`src/rtl/lmcd_params.svh`:
```
// Constants for the motor command decoder
`ifndef LMCD_PARAMS_SVH
`define LMCD_PARAMS_SVH
`define LMCD_CMD_READ_POS      7'h00
`define LMCD_CMD_READ_FULL     7'h01
`define LMCD_CMD_READ_OTP      7'h02
`define LMCD_CMD_READ_SHORT    7'h03
`define LMCD_CMD_GO_SAFE       7'h04
`define LMCD_CMD_HALT_NOW      7'h05
`define LMCD_CMD_ZERO_ORIGIN   7'h06
`define LMCD_CMD_RAM_DEFAULTS  7'h07
`define LMCD_CMD_TWO_STAGE     7'h08
`define LMCD_CMD_MOTION_PARAMS 7'h09
`define LMCD_CMD_MOVE_TARGET   7'h0B
`define LMCD_CMD_SHORT_1       7'h0C
`define LMCD_CMD_SHORT_2       7'h0D
`define LMCD_CMD_SHORT_4       7'h0E
`define LMCD_CMD_DECEL_HALT    7'h0F
`define LMCD_CMD_FUSE_OTP      7'h10
`define LMCD_APP_MARKER        8'h80
`define LMCD_SLOT_GP2          4'h0
`define LMCD_SLOT_GP4          4'h1
`define LMCD_SLOT_READ_POS     4'h2
`define LMCD_SLOT_READ_SHORT   4'h3
`define LMCD_SLOT_MOVE_TARGET  4'h4
`define LMCD_SLOT_SHORT_1      4'h5
`define LMCD_SLOT_SHORT_2      4'h6
`define LMCD_SLOT_SHORT_4      4'h7
`define LMCD_SLOT_PREPARE      4'h8
`define LMCD_SLOT_COUNT        9
`define LMCD_SAFE_NONE         11'h400
`define LMCD_LOST_FRAMES       25000
`define LMCD_ADDR_W            7
`endif

```
`src/rtl/lmcd_pkg.sv`:
```
// Types shared by the motor command decoder
package lmcd_pkg;
  // Incoming frame, already checked by the LIN link layer
  typedef struct packed {
    logic [3:0] ftype;      // Frame type 1..8
    logic [6:0] cmd;        // Command code
    logic [6:0] addr;       // Physical address field
    logic       broad;      // Broadcast bit, 0 = all nodes
    logic       has_broad;  // Frame carries a broadcast bit
    logic       has_cmd;    // Command code field valid
    logic [3:0] slot;       // Command slot pointer of dynamic id
    logic       by_slot;    // Frame reached us through dynamic id
  } lmcd_frame_t;

  // Decoded action strobes
  typedef struct packed {
    logic read_position_cmd;
    logic read_full_state_cmd;
    logic read_otp_cmd;
    logic read_short_state_cmd;
    logic go_safe_point_cmd;
    logic immediate_halt_cmd;
    logic decel_halt_cmd;
    logic zero_origin_cmd;
    logic ram_defaults_cmd;
    logic two_stage_move_cmd;
    logic load_motion_params_cmd;
    logic fuse_otp_byte_cmd;
    logic move_target_cmd;
    logic short_move_cmd;
    logic sleep_cmd;
  } lmcd_act_t;

  typedef enum logic [4:0] {
    LMCD_SHUTDOWN = 5'b00001,
    LMCD_NORMAL   = 5'b00010,
    LMCD_SAFE_GO  = 5'b00100,
    LMCD_SAFE_WT  = 5'b01000,
    LMCD_SLEEP    = 5'b10000
  } lmcd_state_t;
endpackage

```
`src/rtl/lmcd_decoder.sv`:
```
// Command decoder and lost-communication supervisor
`timescale 1ns/100ps
`include "lmcd_params.svh"
module lmcd_decoder #(
  parameter int LOST_FRAMES = `LMCD_LOST_FRAMES
) (
  input  wire logic               i_clk_sys,       // System clock
  input  wire logic               i_rst,           // Sync reset
  input  wire logic               i_frame_valid,   // Frame strobe
  input  wire lmcd_pkg::lmcd_frame_t i_frame,      // Frame content
  input  wire logic               i_sleep_frame,   // Type 1 sleep frame
  input  wire logic [7:0]         i_prep_byte1,    // Type 8 first data byte
  input  wire logic               i_frame_tick,    // Frame-time pulse
  input  wire logic [6:0]         i_node_addr,     // Own physical address
  input  wire logic               i_hw_addr_float, // Hardwired address float
  input  wire logic               i_half_step,     // Half-step mode
  input  wire logic [10:0]        i_safe_point,    // RAM safe point
  input  wire logic               i_move_done,     // Positioner finished
  output lmcd_pkg::lmcd_act_t     o_act,           // Action pulses
  output logic                    o_reply_pending, // Prepared read armed
  output logic [6:0]              o_reply_cmd,     // Prepared read code
  output logic                    o_zero_origin,   // Load zero to position
  output logic                    o_abs_move,      // Start absolute move
  output logic [10:0]             o_target_position, // Safe target
  output logic                    o_motor_power,   // Motor powered
  output logic                    o_sleep,         // Sleep state
  output logic                    o_lost           // Communication lost
);
  ////////////////////////////////////////////////////////////////////
  logic        float_s1_q;
  logic        float_s2_q;
  logic        lost_w;
  logic        full_seen_q;
  logic        addr_ok;
  logic        is_prep;
  logic        is_read6;
  logic        act_ok;
  logic [6:0]  code;
  lmcd_pkg::lmcd_act_t act_d;
  lmcd_pkg::lmcd_state_t state_q;

  // Floating pin is asynchronous, double sample first
  always_ff @(posedge i_clk_sys) begin
    if (i_rst) begin
      float_s1_q <= 1'b0;
      float_s2_q <= 1'b0;
    end else begin
      float_s1_q <= i_hw_addr_float;
      float_s2_q <= float_s1_q;
    end
  end

  lmcd_lost_timer #(
    .LOST_FRAMES (LOST_FRAMES)
  ) u_lmcd_lost_timer (
    .i_clk_sys    (i_clk_sys),
    .i_rst        (i_rst),
    .i_frame_tick (i_frame_tick),
    .i_valid      (i_frame_valid),
    .o_lost       (lost_w)
  );

  ////////////////////////////////////////////////////////////////////
  // Slot decode, used by both address check and command mapping
  function automatic logic [6:0] slot_code(input logic [3:0] s);
    case (s)
      `LMCD_SLOT_READ_POS:    slot_code = `LMCD_CMD_READ_POS;
      `LMCD_SLOT_READ_SHORT:  slot_code = `LMCD_CMD_READ_SHORT;
      `LMCD_SLOT_MOVE_TARGET: slot_code = `LMCD_CMD_MOVE_TARGET;
      `LMCD_SLOT_SHORT_1:     slot_code = `LMCD_CMD_SHORT_1;
      `LMCD_SLOT_SHORT_2:     slot_code = `LMCD_CMD_SHORT_2;
      `LMCD_SLOT_SHORT_4:     slot_code = `LMCD_CMD_SHORT_4;
      default:                slot_code = 7'h7F;
    endcase
  endfunction

  function automatic logic slot_addressed(input logic [3:0] s);
    // Low three id bits carry the node, hence at most eight nodes
    slot_addressed = (s == `LMCD_SLOT_READ_POS) || (s == `LMCD_SLOT_READ_SHORT) ||
                     (s == `LMCD_SLOT_MOVE_TARGET);
  endfunction

  always_comb begin
    code = i_frame.by_slot ? slot_code(i_frame.slot) : i_frame.cmd;
    // Broadcast 0 ignores address field
    addr_ok = !i_frame.has_broad || !i_frame.broad ||
              (i_frame.addr == i_node_addr);
    if (i_frame.by_slot && slot_addressed(i_frame.slot)) begin
      addr_ok = (i_frame.addr[2:0] == i_node_addr[2:0]);
    end
    is_prep = (i_frame.ftype == 4'h7) ||
              (i_frame.ftype == 4'h8 && i_prep_byte1 == `LMCD_APP_MARKER);
    is_read6 = (i_frame.ftype == 4'h6);
    act_ok = i_frame_valid && addr_ok && state_q != lmcd_pkg::LMCD_SLEEP;
  end

  ////////////////////////////////////////////////////////////////////
  always_comb begin
    act_d = '0;
    // Dynamic-id frames carry no code field, the slot names the command
    if (act_ok && (i_frame.has_cmd || i_frame.by_slot)) begin
      case (code)
        `LMCD_CMD_READ_SHORT:
          act_d.read_short_state_cmd = (i_frame.ftype == 4'h5);
        `LMCD_CMD_READ_POS:
          act_d.read_position_cmd = (i_frame.ftype == 4'h5) && i_frame.by_slot;
        `LMCD_CMD_GO_SAFE:
          act_d.go_safe_point_cmd = (i_frame.ftype == 4'h1);
        `LMCD_CMD_HALT_NOW:
          act_d.immediate_halt_cmd = (i_frame.ftype == 4'h1);
        `LMCD_CMD_DECEL_HALT:
          act_d.decel_halt_cmd = (i_frame.ftype == 4'h1);
        `LMCD_CMD_ZERO_ORIGIN:
          act_d.zero_origin_cmd = (i_frame.ftype == 4'h1);
        `LMCD_CMD_RAM_DEFAULTS:
          act_d.ram_defaults_cmd = (i_frame.ftype == 4'h1);
        `LMCD_CMD_TWO_STAGE:
          act_d.two_stage_move_cmd = (i_frame.ftype == 4'h4);
        `LMCD_CMD_MOTION_PARAMS:
          act_d.load_motion_params_cmd = (i_frame.ftype == 4'h4);
        `LMCD_CMD_FUSE_OTP:
          act_d.fuse_otp_byte_cmd = (i_frame.ftype == 4'h4);
        `LMCD_CMD_MOVE_TARGET:
          act_d.move_target_cmd = (i_frame.ftype == 4'h1) || (i_frame.ftype == 4'h3) ||
                                  (i_frame.ftype == 4'h4);
        `LMCD_CMD_SHORT_1, `LMCD_CMD_SHORT_2, `LMCD_CMD_SHORT_4:
          act_d.short_move_cmd = (i_frame.ftype == 4'h2) && i_half_step;
        default: act_d = '0;
      endcase
    end
    // Prepared reads are released by the type 6 frame that follows
    if (i_frame_valid && is_read6 && o_reply_pending) begin
      act_d.read_position_cmd   = (o_reply_cmd == `LMCD_CMD_READ_POS);
      act_d.read_full_state_cmd = (o_reply_cmd == `LMCD_CMD_READ_FULL);
      act_d.read_otp_cmd        = (o_reply_cmd == `LMCD_CMD_READ_OTP);
    end
    if (act_ok && i_sleep_frame && i_frame.ftype == 4'h1) begin
      act_d.sleep_cmd = 1'b1;
    end
  end

  always_ff @(posedge i_clk_sys) begin
    if (i_rst) begin
      o_act <= '0;
    end else begin
      o_act <= act_d;
    end
  end

  ////////////////////////////////////////////////////////////////////
  // Any frame after a preparing frame consumes the armed read
  always_ff @(posedge i_clk_sys) begin
    if (i_rst) begin
      o_reply_pending <= 1'b0;
      o_reply_cmd     <= 7'h00;
    end else if (i_frame_valid) begin
      o_reply_pending <= act_ok && is_prep && i_frame.has_cmd &&
                         (i_frame.cmd == `LMCD_CMD_READ_POS ||
                          i_frame.cmd == `LMCD_CMD_READ_FULL ||
                          i_frame.cmd == `LMCD_CMD_READ_OTP);
      o_reply_cmd     <= i_frame.cmd;
    end
  end

  always_ff @(posedge i_clk_sys) begin
    if (i_rst) begin
      o_zero_origin <= 1'b0;
    end else begin
      o_zero_origin <= act_d.zero_origin_cmd;
    end
  end

  always_ff @(posedge i_clk_sys) begin
    if (i_rst) begin
      full_seen_q <= 1'b0;
    end else if (act_d.read_full_state_cmd) begin
      full_seen_q <= 1'b1;
    end
  end

  always_ff @(posedge i_clk_sys) begin
    if (i_rst) begin
      o_lost <= 1'b0;
    end else begin
      o_lost <= lost_w || float_s2_q;
    end
  end

  ////////////////////////////////////////////////////////////////////
  always_ff @(posedge i_clk_sys) begin
    if (i_rst) begin
      state_q <= lmcd_pkg::LMCD_SHUTDOWN;
    end else begin
      case (state_q)
        lmcd_pkg::LMCD_SHUTDOWN:
          if (full_seen_q && !o_lost) begin
            state_q <= lmcd_pkg::LMCD_NORMAL;
          end
        lmcd_pkg::LMCD_NORMAL:
          if (o_lost) begin
            if (i_safe_point == `LMCD_SAFE_NONE) begin
              state_q <= lmcd_pkg::LMCD_SLEEP;
            end else begin
              state_q <= lmcd_pkg::LMCD_SAFE_GO;
            end
          end else if (act_d.sleep_cmd) begin
            state_q <= lmcd_pkg::LMCD_SLEEP;
          end
        lmcd_pkg::LMCD_SAFE_GO:
          state_q <= lmcd_pkg::LMCD_SAFE_WT;
        lmcd_pkg::LMCD_SAFE_WT:
          if (i_move_done) begin
            state_q <= lmcd_pkg::LMCD_SLEEP;
          end
        lmcd_pkg::LMCD_SLEEP:
          state_q <= lmcd_pkg::LMCD_SLEEP;
        default:
          state_q <= lmcd_pkg::LMCD_SHUTDOWN;
      endcase
    end
  end

  // RAM value, eleven bits, latched when secure move starts
  always_ff @(posedge i_clk_sys) begin
    if (i_rst) begin
      o_target_position <= 11'h000;
      o_abs_move        <= 1'b0;
    end else begin
      o_abs_move <= (state_q == lmcd_pkg::LMCD_SAFE_GO);
      if (state_q == lmcd_pkg::LMCD_SAFE_GO) begin
        o_target_position <= i_safe_point;
      end
    end
  end

  always_ff @(posedge i_clk_sys) begin
    if (i_rst) begin
      o_motor_power <= 1'b0;
      o_sleep       <= 1'b0;
    end else begin
      o_motor_power <= (state_q == lmcd_pkg::LMCD_NORMAL) ||
                       (state_q == lmcd_pkg::LMCD_SAFE_GO) ||
                       (state_q == lmcd_pkg::LMCD_SAFE_WT);
      o_sleep       <= (state_q == lmcd_pkg::LMCD_SLEEP);
    end
  end

  ////////////////////////////////////////////////////////////////////
  property p_shutdown_hold;
    @(posedge i_clk_sys) disable iff (i_rst)
      (state_q == lmcd_pkg::LMCD_SHUTDOWN) |=> !o_motor_power;
  endproperty
  a_shutdown_hold : assert property (p_shutdown_hold)
    else $error("motor powered in shutdown");

  property p_skip_safe;
    @(posedge i_clk_sys) disable iff (i_rst)
      (state_q == lmcd_pkg::LMCD_NORMAL && o_lost && i_safe_point == `LMCD_SAFE_NONE)
      |=> ##1 o_sleep && !o_abs_move;
  endproperty
  a_skip_safe : assert property (p_skip_safe)
    else $error("no direct sleep on empty safe point");

  property p_safe_move;
    @(posedge i_clk_sys) disable iff (i_rst)
      (state_q == lmcd_pkg::LMCD_SAFE_GO) |=> o_abs_move &&
      o_target_position == $past(i_safe_point);
  endproperty
  a_safe_move : assert property (p_safe_move)
    else $error("safe move target wrong");

  property p_zero;
    @(posedge i_clk_sys) disable iff (i_rst)
      (act_ok && i_frame.has_cmd && code == `LMCD_CMD_ZERO_ORIGIN && i_frame.ftype == 4'h1)
      |=> o_zero_origin && o_act.zero_origin_cmd;
  endproperty
  a_zero : assert property (p_zero)
    else $error("zero origin not issued");

  property p_full_in6;
    @(posedge i_clk_sys) disable iff (i_rst)
      o_act.read_full_state_cmd |-> $past(is_read6 && i_frame_valid && o_reply_pending);
  endproperty
  a_full_in6 : assert property (p_full_in6)
    else $error("full status outside type 6");

  property p_short_half;
    @(posedge i_clk_sys) disable iff (i_rst)
      o_act.short_move_cmd |-> $past(i_half_step) && $past(i_frame.ftype) == 4'h2;
  endproperty
  a_short_half : assert property (p_short_half)
    else $error("short move outside half step");

  property p_short_direct;
    @(posedge i_clk_sys) disable iff (i_rst)
      (act_ok && (i_frame.has_cmd || i_frame.by_slot) && code == `LMCD_CMD_READ_SHORT &&
       i_frame.ftype == 4'h5) |=> o_act.read_short_state_cmd;
  endproperty
  a_short_direct : assert property (p_short_direct)
    else $error("short status not answered directly");

  property p_addr_drop;
    @(posedge i_clk_sys) disable iff (i_rst)
      (i_frame_valid && i_frame.has_broad && i_frame.broad && !i_frame.by_slot &&
       i_frame.addr != i_node_addr) |=> o_act == '0;
  endproperty
  a_addr_drop : assert property (p_addr_drop)
    else $error("foreign command acted on");

  property p_sleep_cmd;
    @(posedge i_clk_sys) disable iff (i_rst)
      (state_q == lmcd_pkg::LMCD_NORMAL && !o_lost && act_d.sleep_cmd) |=> ##1 o_sleep;
  endproperty
  a_sleep_cmd : assert property (p_sleep_cmd)
    else $error("sleep command ignored");

  c_safe   : cover property (@(posedge i_clk_sys) state_q == lmcd_pkg::LMCD_SAFE_WT ##2 o_sleep);
  c_prep   : cover property (@(posedge i_clk_sys) o_act.read_full_state_cmd);
  c_direct : cover property (@(posedge i_clk_sys) $rose(o_sleep) && !o_abs_move);
endmodule

```
`src/rtl/lmcd_lost_timer.sv`:
```
// Counter of frame times without valid bus traffic
`timescale 1ns/100ps
`include "lmcd_params.svh"
module lmcd_lost_timer #(
  parameter int LOST_FRAMES = `LMCD_LOST_FRAMES
) (
  input  wire logic i_clk_sys,   // System clock
  input  wire logic i_rst,       // Sync reset
  input  wire logic i_frame_tick, // One pulse per frame time
  input  wire logic i_valid,     // Valid frame seen
  output logic      o_lost       // Communication lost, sticky
);
  logic [15:0] cnt_q;

  always_ff @(posedge i_clk_sys) begin
    if (i_rst) begin
      cnt_q <= 16'h0000;
    end else if (i_valid) begin
      cnt_q <= 16'h0000;
    end else if (i_frame_tick && !o_lost) begin
      cnt_q <= cnt_q + 16'h0001;
    end
  end

  // A valid frame arriving in the same cycle blocks the set
  always_ff @(posedge i_clk_sys) begin
    if (i_rst) begin
      o_lost <= 1'b0;
    end else if (i_frame_tick && !i_valid && cnt_q == 16'(LOST_FRAMES - 1)) begin
      o_lost <= 1'b1;
    end
  end

  property p_lost_count;
    @(posedge i_clk_sys) disable iff (i_rst)
      $rose(o_lost) |-> $past(cnt_q) == 16'(LOST_FRAMES - 1);
  endproperty
  a_lost_count : assert property (p_lost_count)
    else $error("lost flag set at wrong count");
endmodule

```
`config.mk`:
```
export PLATFORM = sky130hd
export DESIGN_NAME = lmcd_decoder
export DESIGN_NICKNAME = d
export VERILOG_FILES = /design/src/rtl/lmcd_pkg.sv /design/src/rtl/lmcd_decoder.sv /design/src/rtl/lmcd_lost_timer.sv
export VERILOG_INCLUDE_DIRS = /design/src /design/src/rtl
export SDC_FILE = /design/constraint.sdc
export NUM_CORES = 1
export LEC_CHECK = 0
export ABC_CLOCK_PERIOD_IN_PS = 4900
export BUFFER_PORTS_ARGS = -buffer_cell sky130_fd_sc_hd__buf_4
export CAP_MARGIN = 20
export CORE_MARGIN = 2
export CORE_UTILIZATION = 40
export CTS_BUF_LIST = sky130_fd_sc_hd__clkbuf_4 sky130_fd_sc_hd__clkbuf_8
export CTS_CLUSTER_SIZE = 20
export DETAILED_ROUTE_END_ITERATION = 10
export GPL_ROUTABILITY_DRIVEN = 1
export GPL_TIMING_DRIVEN = 0
export PLACE_DENSITY = 0.66
export SYNTH_ARGS = -nofsm -noshare
export SYNTH_HDL_FRONTEND = slang
export SYNTH_HIERARCHICAL = 1
export SYNTH_SLANG_ARGS = --single-unit
export TNS_END_PERCENT = 10
```
`constraint.sdc`:
```
create_clock -name i_clk_sys -period 4.9 [get_ports i_clk_sys]
set_input_delay 0.98 -clock i_clk_sys [delete_from_list [all_inputs] [get_ports i_clk_sys]]
set_output_delay 0.98 -clock i_clk_sys [all_outputs]
set_load 0.01 [all_outputs]
```
==> impl_results.md <==
- Status: completed
- Critical path class: primary input to register
- Postcts setup bufs: 0
- Post-synthesis mux area share: 0.0775
- Tot Pwr: 1.18 mW
- Post-route cell area: 0.00410 mm2
- Unrepaired setup endpoints after global routing: false
- Latest clock arrival within the worst-skew pair: 0.34 ns
- Worst path required time: 5.12 ns
- Vias post-DR: 2791
- XOR/XNOR Fraction of Synth Area: 0.0613
- CTS tree: done
- Synth area leader: dfxtp_1
- F_max: 430 MHz
- Starting Density: 0.414
- Antenna diodes: 0
- Synth cell types: 63
- Clock-pin slew on the worst setup and hold paths: 0.07 ns
- Clock root buffer: clkbuf_8
- Total Routing Usage GR: 0.190
- Top cells by area, synth: dfxtp_1, nor2_1, mux2i_1
- Arrival time at the worst endpoint: 2.55 ns
- Final clock skew: 0.0116 ns
- Netlist Area Pre-Place: 0.00300 mm2
- I/O pin count: 99
- Drt wl/cell: 14.4 um
- Adder-Cell Fraction of Synth Area: 0.00417
- Commonest cells in the netlist: dfxtp_1, nor2_1, mux2i_1
- Worst Setup End Kind: register
- Max Root-Sink Buffers: 2
- Final worst-path cycle share: 0.475
- LEAKAGE: 1.71 nW
- Die area: 0.00821 mm2
- Syn nets: 386
- Drt first pass iters: 4
- Clock sinks: 63
- Slew Viols, Final: 0
- Depth of the CTS H-tree: 3
- HP Class: register to register
- TritonCTS Buffers: 9
- Syn avg cell area: 9.24 um2
- Vias in the first global route: 2693
- Compound-Gate Fraction of Synth Area: 0.0734
- Yosys warns: 6
- Final setup vio count: 0
- Final nets: 494
- Crit Path Max Fanout: 10
- Overflow after GRT: 0
- Post-CTS sizing: 0
- Final Critical Period: 2.33 ns
- Largest net degree at the start of global routing: 12
- Most frequent cell after synthesis: dfxtp_1
- Placement Cell Area: 0.00385 mm2
- Top_reg_cell synth: dfxtp_1
- Maximum vdd drop: 114 uV
- Max-Cap Viols: 0
- Final-report hold violation count: 0
- Die width: 90.6 um
- First-pass GRT wire length: 12.5 mm
- DIE HEIGHT: 90.6 um
- PortBufs: 97
- Worst-Margin Slew: 0.620 ns
- Simple-Gate Fraction of Synth Area: 0.326
- Register area share after synthesis: 0.420
- DP HPWL: 5.85 mm
- Routability cong.: 0.887
- Pwr dens: 287 mW/mm2
- Initial drt markers: 127
- Initial antenna violation count: 0
- WL final: 7.73 mm
- Fill cells: 678
- Largest family of logic cells by synthesized area: simple AND/OR/NAND/NOR gates
- Setup TNS: 0 ns
- Placed cells: 521
- Antenna-violating nets left: 0
- Ys async rst share: 0
- CP Launch Type: primary input
- Syn Inst Count: 325
- Rel. slew slack: 0.587
- EDFF count, synth: 0
- Share of cells above drive strength 1: 0.326
- Placeable Area: 0.00725 mm2
- DRC Markers: 0
- Site Rows: 31
- FF+latch count, synth: 63
- Fin cells: 537
- Synth top area share: 0.420
- Hold buffers post-CTS: 0
- Area delta synth->final: 36.4%
- Vias per inst: 5.20
-- path summary, 6_finish.rpt --
kind	cells after the start	to	startpoint	slack, ns
worst min-delay path	1	float_s2_q$_SDFF_PP0_	float_s1_q$_SDFF_PP0_	0.44
worst max register to register	7	o_target_position[7]$_SDFFE_PP0P_	state_q[2]$_SDFFE_PP0P_	3.13
worst min register to register	1	float_s2_q$_SDFF_PP0_	float_s1_q$_SDFF_PP0_	0.44
worst max-delay path	6	o_act[11]$_SDFF_PP0_	i_frame_valid	2.57
-- worst max-delay path, cell delays in order --
cell      delay [ns]
buf_4           0.12
clkbuf_1        0.49
o41ai_1         0.25
a21oi_4         0.26
nand2_2         0.13
nor4_1          0.33
-- kinds of logic after synthesis --
group	after synthesis
simple gates	167
flops	63
compound gates	29
mux	23
xor+xnor	21
buf+inv	21
fa+ha+maj	1
-- sequential cells by signal, summed over array words and instances, names as in the netlist, 5 cells and up --
| signal | count |
|---|---|
| u_lmcd_lost_timer/cnt_q | 16 |
| o_act | 14 |
| o_target_position | 11 |
| o_reply_cmd | 7 |
| state_q | 5 |
-- final cells by class --
| type | instances | area, um2 | share of cell area |
|---|---|---|---|
| multi-input combinational | 241 | 1630 | 0.397 |
| sequential | 63 | 1260 | 0.308 |
| timing repair buffer | 97 | 728 | 0.178 |
| clock buffer | 12 | 165 | 0.0403 |
| tap | 99 | 124 | 0.0302 |
| buffer | 13 | 83.8 | 0.0205 |
| clock inverter | 4 | 76.3 | 0.0186 |
| inverter | 8 | 30.0 | 0.00733 |
-- routing by layer --
metal  GRT usage  share of wire  vias up
li1            -              -     1371
met1       0.242           0.45     1313
met2       0.311           0.47       96
met3      0.0392          0.056       11
met4      0.0846          0.016        0
met5           0              0        -
-- layout by cell type, fill, tap and decap left out, drive strengths merged, types with 2 or more instances in the layout --
cell,Yosys,routed
nor2,60,60
or4,2,2
o21a,2,2
inv,8,8
xor2,4,4
nand4,9,9
and3,2,2
nor2b,7,7
nand3,10,10
or3,3,3
dfxtp,63,63
nor4,16,16
buf,9,106
mux2i,21,21
o21ai,4,4
xnor2,17,17
nor3b,6,6
a21oi,9,9
nor3,14,14
nor4bb,2,2
nand2,10,10
nand2b,5,5
nand4b,4,4
clkbuf,4,16
or2,4,4
nand3b,6,6
bufinv,0,2
mux2,2,2
-- stage by stage --
stage	setup slack, ns	utilization	hold slack, ns
3_5_place_dp	2.20	0.531	0.430
2_1_floorplan	2.61	-	0.414
4_1_cts	2.56	0.565	0.448
6_report	2.57	0.565	0.443
5_1_grt	2.43	0.565	0.462
3_3_place_gp	2.21	0.531	0.419
-- power by group --
part	total (mW)	switching [mW]	internal, mW
clock network	0.537	0.208	0.329
registers	0.521	0.00441	0.517
logic	0.117	0.0558	0.0614
total	1.18	0.268	0.907
Note: power is estimated with default switching activity, not from simulation.
